## src/include/tlm_regs.svh

```systemverilog
/*
 * Register offsets, field positions, reset values and timing figures of
 * the threshold level monitor. Assumes a 100 MHz system clock.
 */
`ifndef TLM_REGS_SVH
`define TLM_REGS_SVH

// Word offsets on the register bus
`define TLM_ADR_CTRL 8'h00
`define TLM_ADR_STAT 8'h04
`define TLM_ADR_PEAK 8'h08
`define TLM_ADR_SENS 8'h10
`define TLM_ADR_THR 8'h20

// Control fields
`define TLM_CTRL_HWCMP 0
`define TLM_CTRL_SENSOR2 1
`define TLM_CTRL_BASE_LSB 4

// Sensitivity register: sensitivity in tenths, hold time in ms
`define TLM_SENS_LSB 0
`define TLM_HOLD_LSB 16
`define TLM_SENS_RST 9'h01e
`define TLM_SENS_MAX 9'h18f
`define TLM_HOLD_RST 9'h000
`define TLM_HOLD_MAX 9'h1f4

// Thresholds in hundredths of a percent of full scale
`define TLM_THR_RST 14'h0032
`define TLM_THR_MAX 14'h2710
`define TLM_THR_CLAMP 14'h25e4
`define TLM_PCT_SCALE 14'h2710
`define TLM_CALC_OFS 10'h00a
`define TLM_CALC_DIV 24'h00000a

// Fixed hardware compare pins (zero based) and least logic revision
`define TLM_GAP1_PIN 5'h03
`define TLM_GAP2_PIN 5'h04
`define TLM_CRASH_PIN 5'h05
`define TLM_HW_MIN_REV 8'h04

// Timing
`define TLM_CLK_NS 10
`define TLM_MS_NS 1000000
`define TLM_TEACH_MS 5000

`endif

```

## src/include/tlm_pkg.sv

```systemverilog
/*
 * Types of the threshold level monitor.
 * Assumes tlm_regs.svh supplies the numeric constants.
 */
package tlm_pkg;
	typedef enum logic [1:0] {
		TLM_IDLE = 2'b00,
		TLM_TEACH = 2'b01,
		TLM_RUN = 2'b10
	} tlm_mode_t;
	typedef logic [13:0] tlm_pct_t;
	typedef logic [8:0] tlm_set_t;
endpackage

```

## src/include/tlm_ch_if.sv

```systemverilog
/*
 * Carrier between the monitor core and one threshold channel.
 * Assumes both ends run on sys_clk.
 */
`timescale 1ns/1ps
interface tlm_ch_if;
	logic run;
	logic tick;
	logic en;
	logic above;
	logic [8:0] hold;
	logic active;
	modport ctl (output run, output tick, output en, output above, output hold, input active);
	modport chan (input run, input tick, input en, input above, input hold, output active);
endinterface

```

## src/hdl/tlm_calc.sv

```systemverilog
/*
 * Automatic threshold from teach peak and sensitivity.
 * Assumes peak in hundredths of a percent; purely combinational.
 */
`timescale 1ns/1ps
`include "tlm_regs.svh"
module tlm_calc
	import tlm_pkg::*;
(
	input wire tlm_pct_t peak,
	input wire tlm_set_t sens,
	output tlm_pct_t thr
);
	logic [23:0] prod;
	logic [23:0] quo;

	// Scale grows with sensitivity: 0.1 gives the lowest, just above the peak
	always_comb begin
		prod = {10'h000, peak} * {14'h0000, {1'b0, sens} + `TLM_CALC_OFS};
		quo = prod / `TLM_CALC_DIV;
		if (quo > {10'h000, `TLM_THR_CLAMP}) begin
			thr = `TLM_THR_CLAMP;
		end else begin
			thr = quo[13:0];
		end
	end
endmodule

```

## src/hdl/tlm_chan.sv

```systemverilog
/*
 * One switching channel: activation, hold time, latch and release.
 * Assumes a one-cycle tick every millisecond from the core.
 */
`timescale 1ns/1ps
module tlm_chan (
	input wire logic sys_clk,
	input wire logic rst_n,
	tlm_ch_if.chan ch
);
	logic active_q;
	logic [9:0] cnt_q;

	assign ch.active = active_q;

	// Hold counter loads hold+1 so the tick phase never shortens the hold
	always_ff @(posedge sys_clk or negedge rst_n) begin
		if (!rst_n) begin
			active_q <= 1'b0;
			cnt_q <= 10'h000;
		end else if (!ch.run) begin
			active_q <= 1'b0;
			cnt_q <= 10'h000;
		end else if (!active_q) begin
			if (ch.en && ch.above) begin
				active_q <= 1'b1;
				cnt_q <= {1'b0, ch.hold} + 10'h001;
			end
		end else if (ch.hold != 9'h000) begin
			if (cnt_q != 10'h000) begin
				if (ch.tick) begin
					cnt_q <= cnt_q - 10'h001;
				end
			end else if (!ch.above) begin
				active_q <= 1'b0;
			end
		end // Hold of zero: stays set until the cycle ends
	end
endmodule

```

## src/hdl/tlm_top.sv

```systemverilog
/*
 * Four-level threshold monitor with teach, hold timing, output routing
 * and a classic Wishbone register slave.
 * Assumes meas_level is sampled on sys_clk; pin inputs are asynchronous.
 */
// Summary of operation
// - Each of four thresholds switches its own output when level exceeds it.
// - Teach lasts five seconds; infeed enable stays inactive meanwhile.
// - During teach the largest level is kept as the teach peak.
// - Teach completion: new thresholds, infeed active, cycle starts afresh.
// - Teach stopped early: no thresholds, no infeed, no switching.
// - Sensitivity spans 0.0 to 39.9, default 3.0; zero means manual.
// - Hold time spans 0 to 500 ms, default zero.
// - Sensitivity zero uses the manual threshold directly.
// - Sensitivity above zero derives threshold from teach peak; 0.1 lowest.
// - Computed threshold never exceeds 97 percent.
// - Thresholds recomputed each start; peak only changes through teach.
// - Teach leaves a manual threshold unchanged.
// - Automatic mode reports computed value, overwrites edits at next start.
// - Sensitivity zero with threshold zero disables that threshold.
// - An active output stays on at least the hold time.
// - Hold time zero latches the output until the cycle ends.
// - All switching outputs drop when the cycle stops.
// - Hardware gap and crash compare only if enabled and revision 04 up.
// - Hardware mode: gap on 4 or 5, crash on 6, limits at base, base+1.
// - Software mode: four thresholds on base to base+3 in order.
// - A disabled threshold does not move the others' outputs.
// - Outputs past the last have no destination; gap pin is not shared.
// - Base selection off kills software outputs, hardware ones keep working.
`timescale 1ns/1ps
`include "tlm_regs.svh"
module tlm_top
	import tlm_pkg::*;
#(
	parameter int MW = 12,
	parameter int NOUT = 8,
	parameter logic [7:0] LOGIC_REV = 8'h04,
	parameter int MS_CYC = `TLM_MS_NS / `TLM_CLK_NS,
	parameter int TEACH_MS = `TLM_TEACH_MS
) (
	input wire logic sys_clk,
	input wire logic rst_n,
	input wire logic [MW-1:0] meas_level,
	input wire logic job_run_pin,
	input wire logic teach_pin,
	input wire logic [7:0] wb_adr_i,
	input wire logic [31:0] wb_dat_i,
	input wire logic [3:0] wb_sel_i,
	input wire logic wb_we_i,
	input wire logic wb_cyc_i,
	input wire logic wb_stb_i,
	output logic [31:0] wb_dat_o,
	output logic wb_ack_o,
	output logic [NOUT-1:0] sw_out,
	output logic infeed_en
);
	localparam int NTH = 4;

	tlm_mode_t mode_q;
	logic [1:0] sync1_q;
	logic [1:0] sync2_q;
	logic [1:0] sync3_q;
	logic job_s;
	logic teach_s;
	logic [16:0] tick_cnt_q;
	logic tick_q;
	logic [12:0] teach_cnt_q;
	logic start_q;
	logic pend_q;
	tlm_pct_t meas_pct;
	tlm_pct_t peak_run_q;
	tlm_pct_t peak_q;
	logic hw_cmp_q;
	logic sensor2_q;
	logic [3:0] base_q;
	logic hw_ok;
	tlm_set_t sens_q [NTH];
	tlm_set_t hold_q [NTH];
	tlm_pct_t thr_q [NTH];
	tlm_pct_t calc_w [NTH];
	logic [NTH-1:0] act_w;
	logic [NTH-1:0] en_w;
	logic [NTH-1:0] dest_ok;
	logic [4:0] pos_w [NTH];
	logic [NTH-1:0] hw_ch;
	logic [NTH-1:0] above_w;
	logic [NTH-1:0] thr_on;
	logic [NOUT-1:0] sw_d;
	logic [NOUT-1:0] sw_q;
	logic infeed_q;
	logic acc;
	logic [31:0] rdat_d;
	logic [31:0] rdat_q;
	logic ack_q;
	logic [MW+13:0] pct_prod;

	////////////////////////////////////////////////////////////////////////
	// Pin synchronisers: the pins come from opto-isolated inputs
	always_ff @(posedge sys_clk or negedge rst_n) begin
		if (!rst_n) begin
			sync1_q <= 2'h0;
			sync2_q <= 2'h0;
			sync3_q <= 2'h0;
		end else begin
			sync1_q <= {teach_pin, job_run_pin};
			sync2_q <= sync1_q;
			sync3_q <= sync2_q;
		end
	end
	assign job_s = sync2_q[0];
	assign teach_s = sync2_q[1];

	// Millisecond tick shared by teach timing and every hold counter
	always_ff @(posedge sys_clk or negedge rst_n) begin
		if (!rst_n) begin
			tick_cnt_q <= 17'h00000;
			tick_q <= 1'b0;
		end else if (tick_cnt_q == 17'(MS_CYC - 1)) begin
			tick_cnt_q <= 17'h00000;
			tick_q <= 1'b1;
		end else begin
			tick_cnt_q <= tick_cnt_q + 17'h00001;
			tick_q <= 1'b0;
		end
	end

	// Level in hundredths of a percent of full scale
	always_comb begin
		pct_prod = (MW+14)'(meas_level) * (MW+14)'(`TLM_PCT_SCALE);
		meas_pct = pct_prod[MW+13:MW];
	end

	////////////////////////////////////////////////////////////////////////
	// Cycle state: teach on the teach pin, process on job pin or teach end
	always_ff @(posedge sys_clk or negedge rst_n) begin
		if (!rst_n) begin
			mode_q <= TLM_IDLE;
			teach_cnt_q <= 13'h0000;
			pend_q <= 1'b0;
			start_q <= 1'b0;
		end else begin
			start_q <= pend_q;
			pend_q <= 1'b0;
			unique case (mode_q)
				TLM_IDLE: begin
					teach_cnt_q <= 13'h0000;
					if (teach_s && !sync3_q[1]) begin
						mode_q <= TLM_TEACH;
					end else if (job_s && !sync3_q[0]) begin
						mode_q <= TLM_RUN;
						start_q <= 1'b1;
					end
				end
				TLM_TEACH: begin
					if (!teach_s) begin
						mode_q <= TLM_IDLE;
					end else if (teach_cnt_q == 13'(TEACH_MS)) begin
						mode_q <= TLM_RUN;
						pend_q <= 1'b1; // Start after the new peak is stored
					end else if (tick_q) begin
						teach_cnt_q <= teach_cnt_q + 13'h0001;
					end
				end
				TLM_RUN: begin
					if (!job_s && !teach_s) begin
						mode_q <= TLM_IDLE;
					end
				end
				default: begin
					mode_q <= TLM_IDLE;
				end
			endcase
		end
	end

	// Peak tracking; the stored peak only moves at teach completion
	always_ff @(posedge sys_clk or negedge rst_n) begin
		if (!rst_n) begin
			peak_run_q <= 14'h0000;
			peak_q <= 14'h0000;
		end else if (mode_q != TLM_TEACH) begin
			peak_run_q <= 14'h0000;
		end else if (teach_cnt_q == 13'(TEACH_MS)) begin
			peak_q <= peak_run_q;
		end else if (meas_pct > peak_run_q) begin
			peak_run_q <= meas_pct;
		end
	end

	// Infeed follows the process and is held off while teaching
	always_ff @(posedge sys_clk or negedge rst_n) begin
		if (!rst_n) begin
			infeed_q <= 1'b0;
		end else begin
			infeed_q <= (mode_q == TLM_RUN);
		end
	end
	assign infeed_en = infeed_q;

	////////////////////////////////////////////////////////////////////////
	// Threshold channels
	assign hw_ok = hw_cmp_q && (LOGIC_REV >= `TLM_HW_MIN_REV);

	genvar gi;
	generate
		for (gi = 0; gi < NTH; gi++) begin : g_th
			tlm_ch_if chi ();
			tlm_calc u_calc (
				.peak(peak_q),
				.sens(sens_q[gi]),
				.thr(calc_w[gi])
			);
			tlm_chan u_chan (
				.sys_clk(sys_clk),
				.rst_n(rst_n),
				.ch(chi.chan)
			);
			// Channel held idle through the start cycles so stale thresholds never fire
			assign chi.run = (mode_q == TLM_RUN) && !start_q && !pend_q;
			assign chi.tick = tick_q;
			assign chi.hold = hold_q[gi];
			assign chi.above = meas_pct > thr_q[gi];
			assign chi.en = en_w[gi];
			assign act_w[gi] = chi.active;
			assign above_w[gi] = chi.above;
			assign thr_on[gi] = (sens_q[gi] != 9'h000) || (thr_q[gi] != 14'h0000);
			assign en_w[gi] = thr_on[gi] && dest_ok[gi];
		end
	endgenerate

	// Output positions; fixed regardless of which thresholds are off
	always_comb begin
		for (int k = 0; k < NTH; k++) begin
			hw_ch[k] = hw_ok && (k == 0 || k == NTH - 1);
			if (!hw_ok) begin
				pos_w[k] = {1'b0, base_q} + 5'(k) - 5'h01;
			end else if (k == 0) begin
				pos_w[k] = sensor2_q ? `TLM_GAP2_PIN : `TLM_GAP1_PIN;
			end else if (k == NTH - 1) begin
				pos_w[k] = `TLM_CRASH_PIN;
			end else begin
				pos_w[k] = {1'b0, base_q} + 5'(k) - 5'h02;
			end
			if (hw_ch[k]) begin
				dest_ok[k] = 1'b1;
			end else begin
				dest_ok[k] = (base_q != 4'h0) && (pos_w[k] < 5'(NOUT));
				if (hw_ok && (pos_w[k] == pos_w[0] || pos_w[k] == `TLM_CRASH_PIN)) begin
					dest_ok[k] = 1'b0;
				end
			end
		end
	end

	// Merge channel states onto the registered output pins
	always_comb begin
		sw_d = '0;
		for (int k = 0; k < NTH; k++) begin
			if (dest_ok[k] && act_w[k]) begin
				sw_d[pos_w[k][2:0]] = 1'b1;
			end
		end
	end

	always_ff @(posedge sys_clk or negedge rst_n) begin
		if (!rst_n) begin
			sw_q <= '0;
		end else begin
			sw_q <= sw_d;
		end
	end
	assign sw_out = sw_q;

	////////////////////////////////////////////////////////////////////////
	// Wishbone slave: one wait state, ack for every address
	assign acc = wb_cyc_i && wb_stb_i && !ack_q;

	always_ff @(posedge sys_clk or negedge rst_n) begin
		if (!rst_n) begin
			ack_q <= 1'b0;
			rdat_q <= 32'h00000000;
		end else begin
			ack_q <= acc;
			rdat_q <= acc ? rdat_d : 32'h00000000;
		end
	end
	assign wb_ack_o = ack_q;
	assign wb_dat_o = rdat_q;

	// Control register
	always_ff @(posedge sys_clk or negedge rst_n) begin
		if (!rst_n) begin
			hw_cmp_q <= 1'b0;
			sensor2_q <= 1'b0;
			base_q <= 4'h0;
		end else if (acc && wb_we_i && wb_adr_i == `TLM_ADR_CTRL && wb_sel_i[0]) begin
			hw_cmp_q <= wb_dat_i[`TLM_CTRL_HWCMP];
			sensor2_q <= wb_dat_i[`TLM_CTRL_SENSOR2];
			base_q <= wb_dat_i[`TLM_CTRL_BASE_LSB+:4];
		end
	end

	// Per-threshold settings; out-of-range writes saturate
	generate
		for (gi = 0; gi < NTH; gi++) begin : g_set
			logic wr_s;
			logic wr_t;
			assign wr_s = acc && wb_we_i && wb_adr_i == `TLM_ADR_SENS + 8'(4 * gi);
			assign wr_t = acc && wb_we_i && wb_adr_i == `TLM_ADR_THR + 8'(4 * gi);
			always_ff @(posedge sys_clk or negedge rst_n) begin
				if (!rst_n) begin
					sens_q[gi] <= `TLM_SENS_RST;
					hold_q[gi] <= `TLM_HOLD_RST;
				end else if (wr_s) begin
					if (wb_sel_i[0]) begin
						sens_q[gi] <= (wb_dat_i[8:0] > `TLM_SENS_MAX) ?
							`TLM_SENS_MAX : wb_dat_i[8:0];
					end
					if (wb_sel_i[2]) begin
						hold_q[gi] <= (wb_dat_i[24:16] > `TLM_HOLD_MAX) ?
							`TLM_HOLD_MAX : wb_dat_i[24:16];
					end
				end
			end
			// Manual value is kept unless automatic mode reloads at start
			always_ff @(posedge sys_clk or negedge rst_n) begin
				if (!rst_n) begin
					thr_q[gi] <= `TLM_THR_RST;
				end else if (start_q && sens_q[gi] != 9'h000) begin
					thr_q[gi] <= calc_w[gi];
				end else if (wr_t && wb_sel_i[0] && wb_sel_i[1]) begin
					thr_q[gi] <= (wb_dat_i[13:0] > `TLM_THR_MAX) ?
						`TLM_THR_MAX : wb_dat_i[13:0];
				end
			end
		end
	endgenerate

	// Read multiplexer; unmapped words read zero
	always_comb begin
		rdat_d = 32'h00000000;
		if (wb_adr_i == `TLM_ADR_CTRL) begin
			rdat_d[`TLM_CTRL_HWCMP] = hw_cmp_q;
			rdat_d[`TLM_CTRL_SENSOR2] = sensor2_q;
			rdat_d[`TLM_CTRL_BASE_LSB+:4] = base_q;
		end else if (wb_adr_i == `TLM_ADR_STAT) begin
			rdat_d[1:0] = mode_q;
			rdat_d[2] = infeed_q;
			rdat_d[3] = hw_ok;
			rdat_d[7:4] = act_w;
			rdat_d[11:8] = en_w;
			rdat_d[15:12] = above_w;
		end else if (wb_adr_i == `TLM_ADR_PEAK) begin
			rdat_d[13:0] = peak_q;
		end else begin
			for (int k = 0; k < NTH; k++) begin
				if (wb_adr_i == `TLM_ADR_SENS + 8'(4 * k)) begin
					rdat_d[8:0] = sens_q[k];
					rdat_d[24:16] = hold_q[k];
				end
				if (wb_adr_i == `TLM_ADR_THR + 8'(4 * k)) begin
					rdat_d[13:0] = thr_q[k];
				end
			end
		end
	end
endmodule

```

## config.mk

```make
export PLATFORM = sky130hd
export DESIGN_NAME = tlm_top
export DESIGN_NICKNAME = d
export VERILOG_FILES = /design/src/include/tlm_pkg.sv /design/src/include/tlm_ch_if.sv /design/src/hdl/tlm_calc.sv /design/src/hdl/tlm_chan.sv /design/src/hdl/tlm_top.sv
export VERILOG_INCLUDE_DIRS = /design/src /design/src/include
export SDC_FILE = /design/constraint.sdc
export NUM_CORES = 2
export LEC_CHECK = 0
export BUFFER_PORTS_ARGS = -buffer_cell sky130_fd_sc_hd__buf_2
export CORE_ASPECT_RATIO = 1.4
export CORE_UTILIZATION = 25
export CTS_CLUSTER_DIAMETER = 80
export DETAILED_ROUTE_END_ITERATION = 8
export GPL_ROUTABILITY_DRIVEN = 0
export SYNTH_ARGS = -nofsm -noshare
export SYNTH_HDL_FRONTEND = slang
export SYNTH_SLANG_ARGS = --single-unit
```

## constraint.sdc

```tcl
create_clock -name sys_clk -period 12.73 [get_ports sys_clk]
set_clock_uncertainty 0.05 [all_clocks]
set_input_delay 2.546 -clock sys_clk [delete_from_list [all_inputs] [get_ports sys_clk]]
set_output_delay 2.546 -clock sys_clk [all_outputs]
set_load 0.1 [all_outputs]
```

[Yosys cells after proc, flatten, opt, wreduce, memory -nomap -nowiden]
Cells that the tools add are included.
Storage, ports and cells
  word-level logic and storage cells: 381
  register bits after elaboration: 282
  input port bits: 63
Cells by class
  magnitude comparators: 24
  muxes and demuxes: 131
  multiply operators: 5
  reduce and logical (&&, ||, !) cells: 108
  bitwise gates (word level): 4
  div/mod/pow operators: 4
  add/sub/neg operators: 23
  eq/ne operators: 44
Operator list (count)
  $mux 14: 25
  $mux 10: 24
  $mux 9: 12
  $div 24x4->24 const B: 4
  $gt 24x14->1 const B: 4
  $mul 14x10->24: 4
  $reduce_bool 9->1: 8
  $gt 14x14->1: 5
  $reduce_bool 14->1: 4
  $logic_and 1x1->1: 53
  $ne 3x3->1 const B: 15
  $add 9x1->10 const B: 4
  $add 9x4->10 const B: 4
  $mux 1: 40
  $reduce_bool 10->1: 4
  $sub 10x1->10 const B: 4
  $mux 13: 3
  $mux 17: 2
  $eq 8x5->1 const B: 4
  $eq 8x6->1 const B: 4
  $mux 8: 4
  $pmux 13 s2: 1
  $mux 25: 1
  $or 8x8->8: 3
  40 further kinds: 107

[Depth between registers and ports, before layout]
  depth after elaboration: 16
  mapped depth: 58

[Hierarchy]
A second synthesis with hierarchy kept.
Second synthesis, totals
  cell total of the unflattened synthesis: 6579
  area, all modules: 52619.2 sq um
Modules (own cells, without submodules)
  tlm_calc (g_th[0].u_calc ...): area an instance 8011.4 sq um, times used 3, cells an instance 1047
  tlm_top: area an instance 15934.0 sq um, times used 1, cells an instance 1773
  tlm_calc (g_th[1].u_calc): area an instance 9002.4 sq um, times used 1, cells an instance 1229
  tlm_chan: area an instance 912.1 sq um, times used 4, cells an instance 109

[Worst setup path after synthesis]
No wires, ideal clock.
  path kind: register to register
  start: register sens_q[28] in the netlist's numbering
  end: register thr_q[53] in the netlist's numbering
  buffers on the path: 6
  path slack: -0.150 ns
  stages on the path, launching flop included: 50
  library setup time: 0.076 ns
  period minus slack after synthesis: 12.880 ns
  arrival: 12.753 ns
  required time: 12.604 ns
  path through: dfstp_2 clkbuf_1 a21oi_1 nor2_1 xor2_1 clkbuf_1 and2_1 fa_1 fa_1 fa_1 fa_1 inv_1 fa_1 inv_1 ha_1 buf_2 a21o_1 a211oi_1 [... 14 more ...] clkbuf_1 o311ai_0 o32a_1 nor4_1 a2111oi_2 a21oi_1 a2111o_1 buf_2 a31o_2 o21bai_1 o2bb2ai_1 o21ai_1 a21oi_1 a211oi_2 nor3b_2 o31ai_4 or3_1 o21ai_1
On the way
  cells in the longest elaborated chain, start to end: 6
RTL lines
  start, declared: line tlm_top.sv:77  | tlm_set_t sens_q [NTH];
  start signal, assigned by index: line tlm_top.sv:312  | sens_q[gi] <= `TLM_SENS_RST;
  start signal, assigned by index: line tlm_top.sv:316  | sens_q[gi] <= (wb_dat_i[8:0] > `TLM_SENS_MAX) ?
  $add 9x4->10 (no source line)
  $mul 14x10->24: line tlm_calc.sv:19  | prod = {10'h000, peak} * {14'h0000, {1'b0, sens} + `TLM_CALC_OFS};
  $div 24x4->24 (no source line)
  $gt 24x14->1: line tlm_calc.sv:21  | if (quo > {10'h000, `TLM_THR_CLAMP}) begin
  $mux 14: line tlm_calc.sv:21
  $mux 14: line tlm_top.sv:329  | end else if (start_q && sens_q[gi] != 9'h000) begin
  end signal, assigned by index: line tlm_top.sv:328  | thr_q[gi] <= `TLM_THR_RST;
  end signal, assigned by index: line tlm_top.sv:330  | thr_q[gi] <= calc_w[gi];
  end signal, assigned by index: line tlm_top.sv:332  | thr_q[gi] <= (wb_dat_i[13:0] > `TLM_THR_MAX) ?
  end, declared: line tlm_top.sv:79  | tlm_pct_t thr_q [NTH];
Parallel ways exist; a longest one is shown, timed or not.
A chain may end at the register's enable or synchronous reset.

[Worst setup path after layout]
  start: register sens_q[1] in the netlist's numbering
  end: register thr_q[8] in the netlist's numbering
The elaborated chain is that of the path after synthesis.

==> impl.org <==
** Synthesis
- Synthesis warning total :: 0
- Number of flops mapped to enable cells by yosys :: 0
- Dominant synthesized flop cell :: sky130_fd_sc_hd__dfrtp_1
- Post-synthesis cell area :: 49,400 sq um
- Main combinational cell family by area after synthesis :: adder cells
- Share of Yosys cell area claimed by the top area cell type :: 0.161
- The netlist uses 140 different library cells.
- Of the total synthesized cell area, the portion taken by AND, OR, NAND and NOR gates is 0.227.
- After synthesis, the cell types taking the most area are sky130_fd_sc_hd__fa_1 16%, sky130_fd_sc_hd__dfrtp_1 13%, sky130_fd_sc_hd__ha_1 9.9%, sky130_fd_sc_hd__inv_1 4.6%, sky130_fd_sc_hd__nand2_1 4.5%.
- Post-synth top area cell :: sky130_fd_sc_hd__fa_1
- Adder-cell area share of the yosys netlist :: 0.262
- In this run, synthesis produced a sequential element count of 282.
- Measured against the total synthesized area, the mux share comes to 0.0250.
- Post-synthesis instance total :: ~6.1k
- Post-Synthesis Mean Instance Area :: 8.03 sq um
- Synthesized-area fraction occupied by xor and xnor cells :: 0.0464
- Register area share after synthesis :: 0.144
- Counting flops with an async set or reset pin after synthesis yields a share of 1.00.
- Compound-gate portion of the synthesized area :: 0.222

** Critical path
- For the worst setup path, the data required time is approximately 13 ns.
- The slowest stage of the critical path belongs to the cell sky130_fd_sc_hd__dfstp_2.
- Worst path arrival time :: 13.28 ns
- Setup crit end kind :: register
- On the worst path, the slowest cell contributes a delay of between 0.5 and 0.6 ns.
- For the worst flop-to-flop path, the logic depth is 55.
- Highest fanout seen on the critical path :: 17
- Crit Reg-Reg Endpoint :: thr_q[8]
- In this run the critical register-to-register path is launched from sens_q[1].
- Register-to-register setup slack :: -0.15 ns
- Element type at the critical path start :: register
- The cell that appears most often on the critical path is sky130_fd_sc_hd__buf_4.
- Critical Setup Path Class :: register to register

** Detailed routing
- Post-route DRC violation count :: 2
- Dividing the detail-routed via count by the number of cells gives between 5 and 6.
- Before antenna repair, the detailed router went through 9 iterations.
- Post-Route WL :: between 150 and 200 mm
- DRC violation total after the first TritonRoute iteration :: 3,058
- Dividing the detail-routed wire length by the instance count gives 16.6 um.
- Antenna Violating Nets Remaining :: 0
- Vias after detailed routing :: 49.2k

** Die
- In this run the count of I/O pins placed on the die edge is 105.
- The floorplan has 192 rows.
- Overall die width :: 378 um
- Total core area :: 196,000 sq um
- The die is 528 um tall.
- Initial core utilization :: 0.252
- The floorplan step defined a die boundary enclosing 199,000 sq um.

** Outcome
- The run finished, with violations left.
- Failing checks :: DRC, setup timing

** Global route
- The number of antenna violations at the first check in global routing was 1.
- The first global-routing pass estimated 252 mm of wire.
- Largest net degree at the start of global routing :: 147
- For this run, the total global-route usage over all layers was measured as 0.152.
- Vias in the first global route :: 49.4k
- For this run the aggregate overflow at the end of global routing stands at 0.

** Cells and area
- Fill cell count :: around 20k
- Share of post-route cells with drive strength above 1 :: 0.254
- Area growth, synth to finish :: 28.2%
- Final cell utilization of the core :: 0.323
- Number of nets in the final layout :: 7,753

** Clocking
- CTS saw approximately 280 sinks.
- TritonCTS built the clock tree.
- Counting the buffers created by CTS gives 27.
- Clock latency reported for the late side of the worst-skew pair :: slightly below 0.6 ns
- CTS clk-pin slew, worst paths :: 0.07 ns
- Buffer levels on the longest clock path :: 3
- Library cell used as clock root buffer :: sky130_fd_sc_hd__clkbuf_16
- In this run the number of H-tree levels came out at 1.

** Flow run
- Total of max-cap violations :: 0

** Hold path
- The path with the worst hold slack has its endpoint at sync2_q[0].
- The path class of the tightest hold or removal check is register to register.
- Startpoint of the tightest hold check path :: sync1_q[0]
- Counting instances, the worst hold path has a depth of 0.

** Timing
- Setup WS post-layout :: -0.153 ns
- Slew headroom :: 0.118
- Hold timing on the final database bottoms out at a slack of 0.315 ns.
- Post-route minimum period :: approximately 13 ns
- Setup repair after global routing could not meet its margin everywhere.
- Hold violation total from the final report :: 0
- Setup violations remaining at the end of the flow were counted as 14.
- The final count of pins violating max slew was 0.
- Actual slew at the worst max-slew pin :: 1.32 ns
- In the finished design, the share of the clock period the worst path needs comes to 1.01.
- Static timing analysis puts the maximum clock frequency at 77.6 MHz.

** Power
- The worst-case IR drop observed on VDD is around 0.16 mV.
- Summed over all cells, the static leakage comes to 29.0 nW.
- Dividing total power by cell area gives a power density of 50.3 nW/um^2.

** Placed design
- Timing analysis after detailed placement gives a worst setup slack of -0.609 ns.
- In this run the tool buffered the top-level ports with 87 buffer cells.
- The HPWL after detailed placement is 123 mm.
-- through the flow --
stage,cell area (sq um),power [W],cells,setup TNS [ns]
floorplan,49400,0.00183,6154,0
global placement,58400,0.00226,9369,-10.37
detailed placement,58400,0.00230,9369,-18.01
CTS,60500,0.00316,9460,-0.0523
global route,63300,0.00338,9541,-22.05
finish,63300,0.00318,9543,-1.49
-- cell usage after synthesis, drive strengths merged (61+ instances only) --
| master | count |
|---|---|
| inv | 606 |
| nand2 | 601 |
| nor2 | 427 |
| fa | 398 |
| ha | 391 |
| a21oi | 315 |
| o21ai | 303 |
| clkbuf | 267 |
| dfrtp | 254 |
| and2 | 222 |
| nor3 | 208 |
| nand3 | 174 |
| xnor2 | 143 |
| nor2b | 132 |
| nand2b | 114 |
| xor2 | 105 |
| a21o | 93 |
| nand4 | 81 |
| a211oi | 74 |
| a31oi | 72 |
| nor4 | 70 |
| buf | 68 |
| or3 | 64 |
| o211ai | 63 |
| o21a | 61 |
-- where the power goes --
group / internal [W] / total [W] / switching [W] / leakage (nW)
registers: 0.000945 / 0.00103 / 0.0000815 / 3.70
clock network: 0.000462 / 0.000860 / 0.000398 / 0.459
logic: 0.000501 / 0.00130 / 0.000797 / 24.9
total: 0.00191 / 0.00318 / 0.00128 / 29.0
-- sequential cells by signal, summed over array words and instances (netlist names), 4 cells and up --
| name | count |
|---|---|
| base_q | 4 |
| g_th.chi.hold | 36 |
| g_th.u_chan.ch.active | 4 |
| g_th.u_chan.cnt_q | 40 |
| peak_q | 14 |
| peak_run_q | 14 |
| sens_q | 36 |
| sw_out | 8 |
| teach_cnt_q | 13 |
| thr_q | 56 |
| tick_cnt_q | 17 |
| wb_dat_o | 25 |
-- per-layer routing --
layer  track usage  vias up  routed length, um
li1              -    23200                  -
met1         0.168    24200              60600
met2         0.285     1415              81200
met3        0.0130      448               6790
met4        0.0790        2               9620
met5             0        -                 13
-- kinds of logic (layout without fill, tap and decap cells) --
logic type	Yosys count	in the layout
AO/OA/AOI/OAI	1530	1531
AND/OR/NAND/NOR	2235	2235
other	1	9
XOR/XNOR	248	248
multiplexers	115	115
buffers and inverters	942	1709
flip-flops	282	282
adder cells (fa/ha/maj)	795	795
-- worst max path at each step --
stage,slack [ns],end,startpoint,cells past startpoint
6_report,-0.15,thr_q[8],sens_q[1],55
5_1_grt,-0.65,thr_q[11],sens_q[1],53
4_1_cts,-0.03,thr_q[9],sens_q[1],50
3_5_place_dp,-0.61,thr_q[25],sens_q[11],48
3_3_place_gp,-0.42,thr_q[26],sens_q[11],48
2_1_floorplan,0.004,thr_q[9],sens_q[3],48
-- layout by cell type (no fill, tap or decap), types with 123 or more instances in the layout --
master,netlist,layout
sky130_fd_sc_hd__xnor2_1,138,123
sky130_fd_sc_hd__nor2b_1,132,124
sky130_fd_sc_hd__fa_1,398,386
sky130_fd_sc_hd__dfrtp_1,254,254
sky130_fd_sc_hd__nand3_1,171,155
sky130_fd_sc_hd__nor2_1,422,398
sky130_fd_sc_hd__and2_1,221,208
sky130_fd_sc_hd__a21oi_1,306,271
sky130_fd_sc_hd__buf_4,12,913
sky130_fd_sc_hd__ha_1,391,364
sky130_fd_sc_hd__nand2_1,598,583
sky130_fd_sc_hd__o21ai_0,266,232
sky130_fd_sc_hd__nor3_1,199,175
sky130_fd_sc_hd__inv_1,604,598
-- critical path, delay by kind of cell, from the launching register on --
kind,cells,cell delay (ns)
adder cells (fa/ha/maj),7,2.80
buffers and inverters,15,2.18
multiplexers,2,0.65
AND/OR/NAND/NOR,7,0.99
AO/OA/AOI/OAI,19,4.15
XOR/XNOR,5,1.28
flip-flops,1,0.58
-- repair_timing --
item,4_1_cts,5_1_grt
hold buffers,0,0
endpoints found under the setup margin,55,55
pin swaps,86,220
setup buffers,39,78
cloned,2,5
resized for setup,177,423
-- final cells by class --
class	count	area (sq um)	share of cell area
inverter	607	2280	0.0360
clock inverter	18	189	0.00299
clock buffer	32	734	0.0116
tap	2619	3280	0.0518
multi-input combinational	4931	41600	0.657
antenna	2	5.00	0.0000791
sequential	282	7090	0.112
timing repair buffer	1052	8090	0.128
Note: power is estimated with default switching activity, not from simulation.
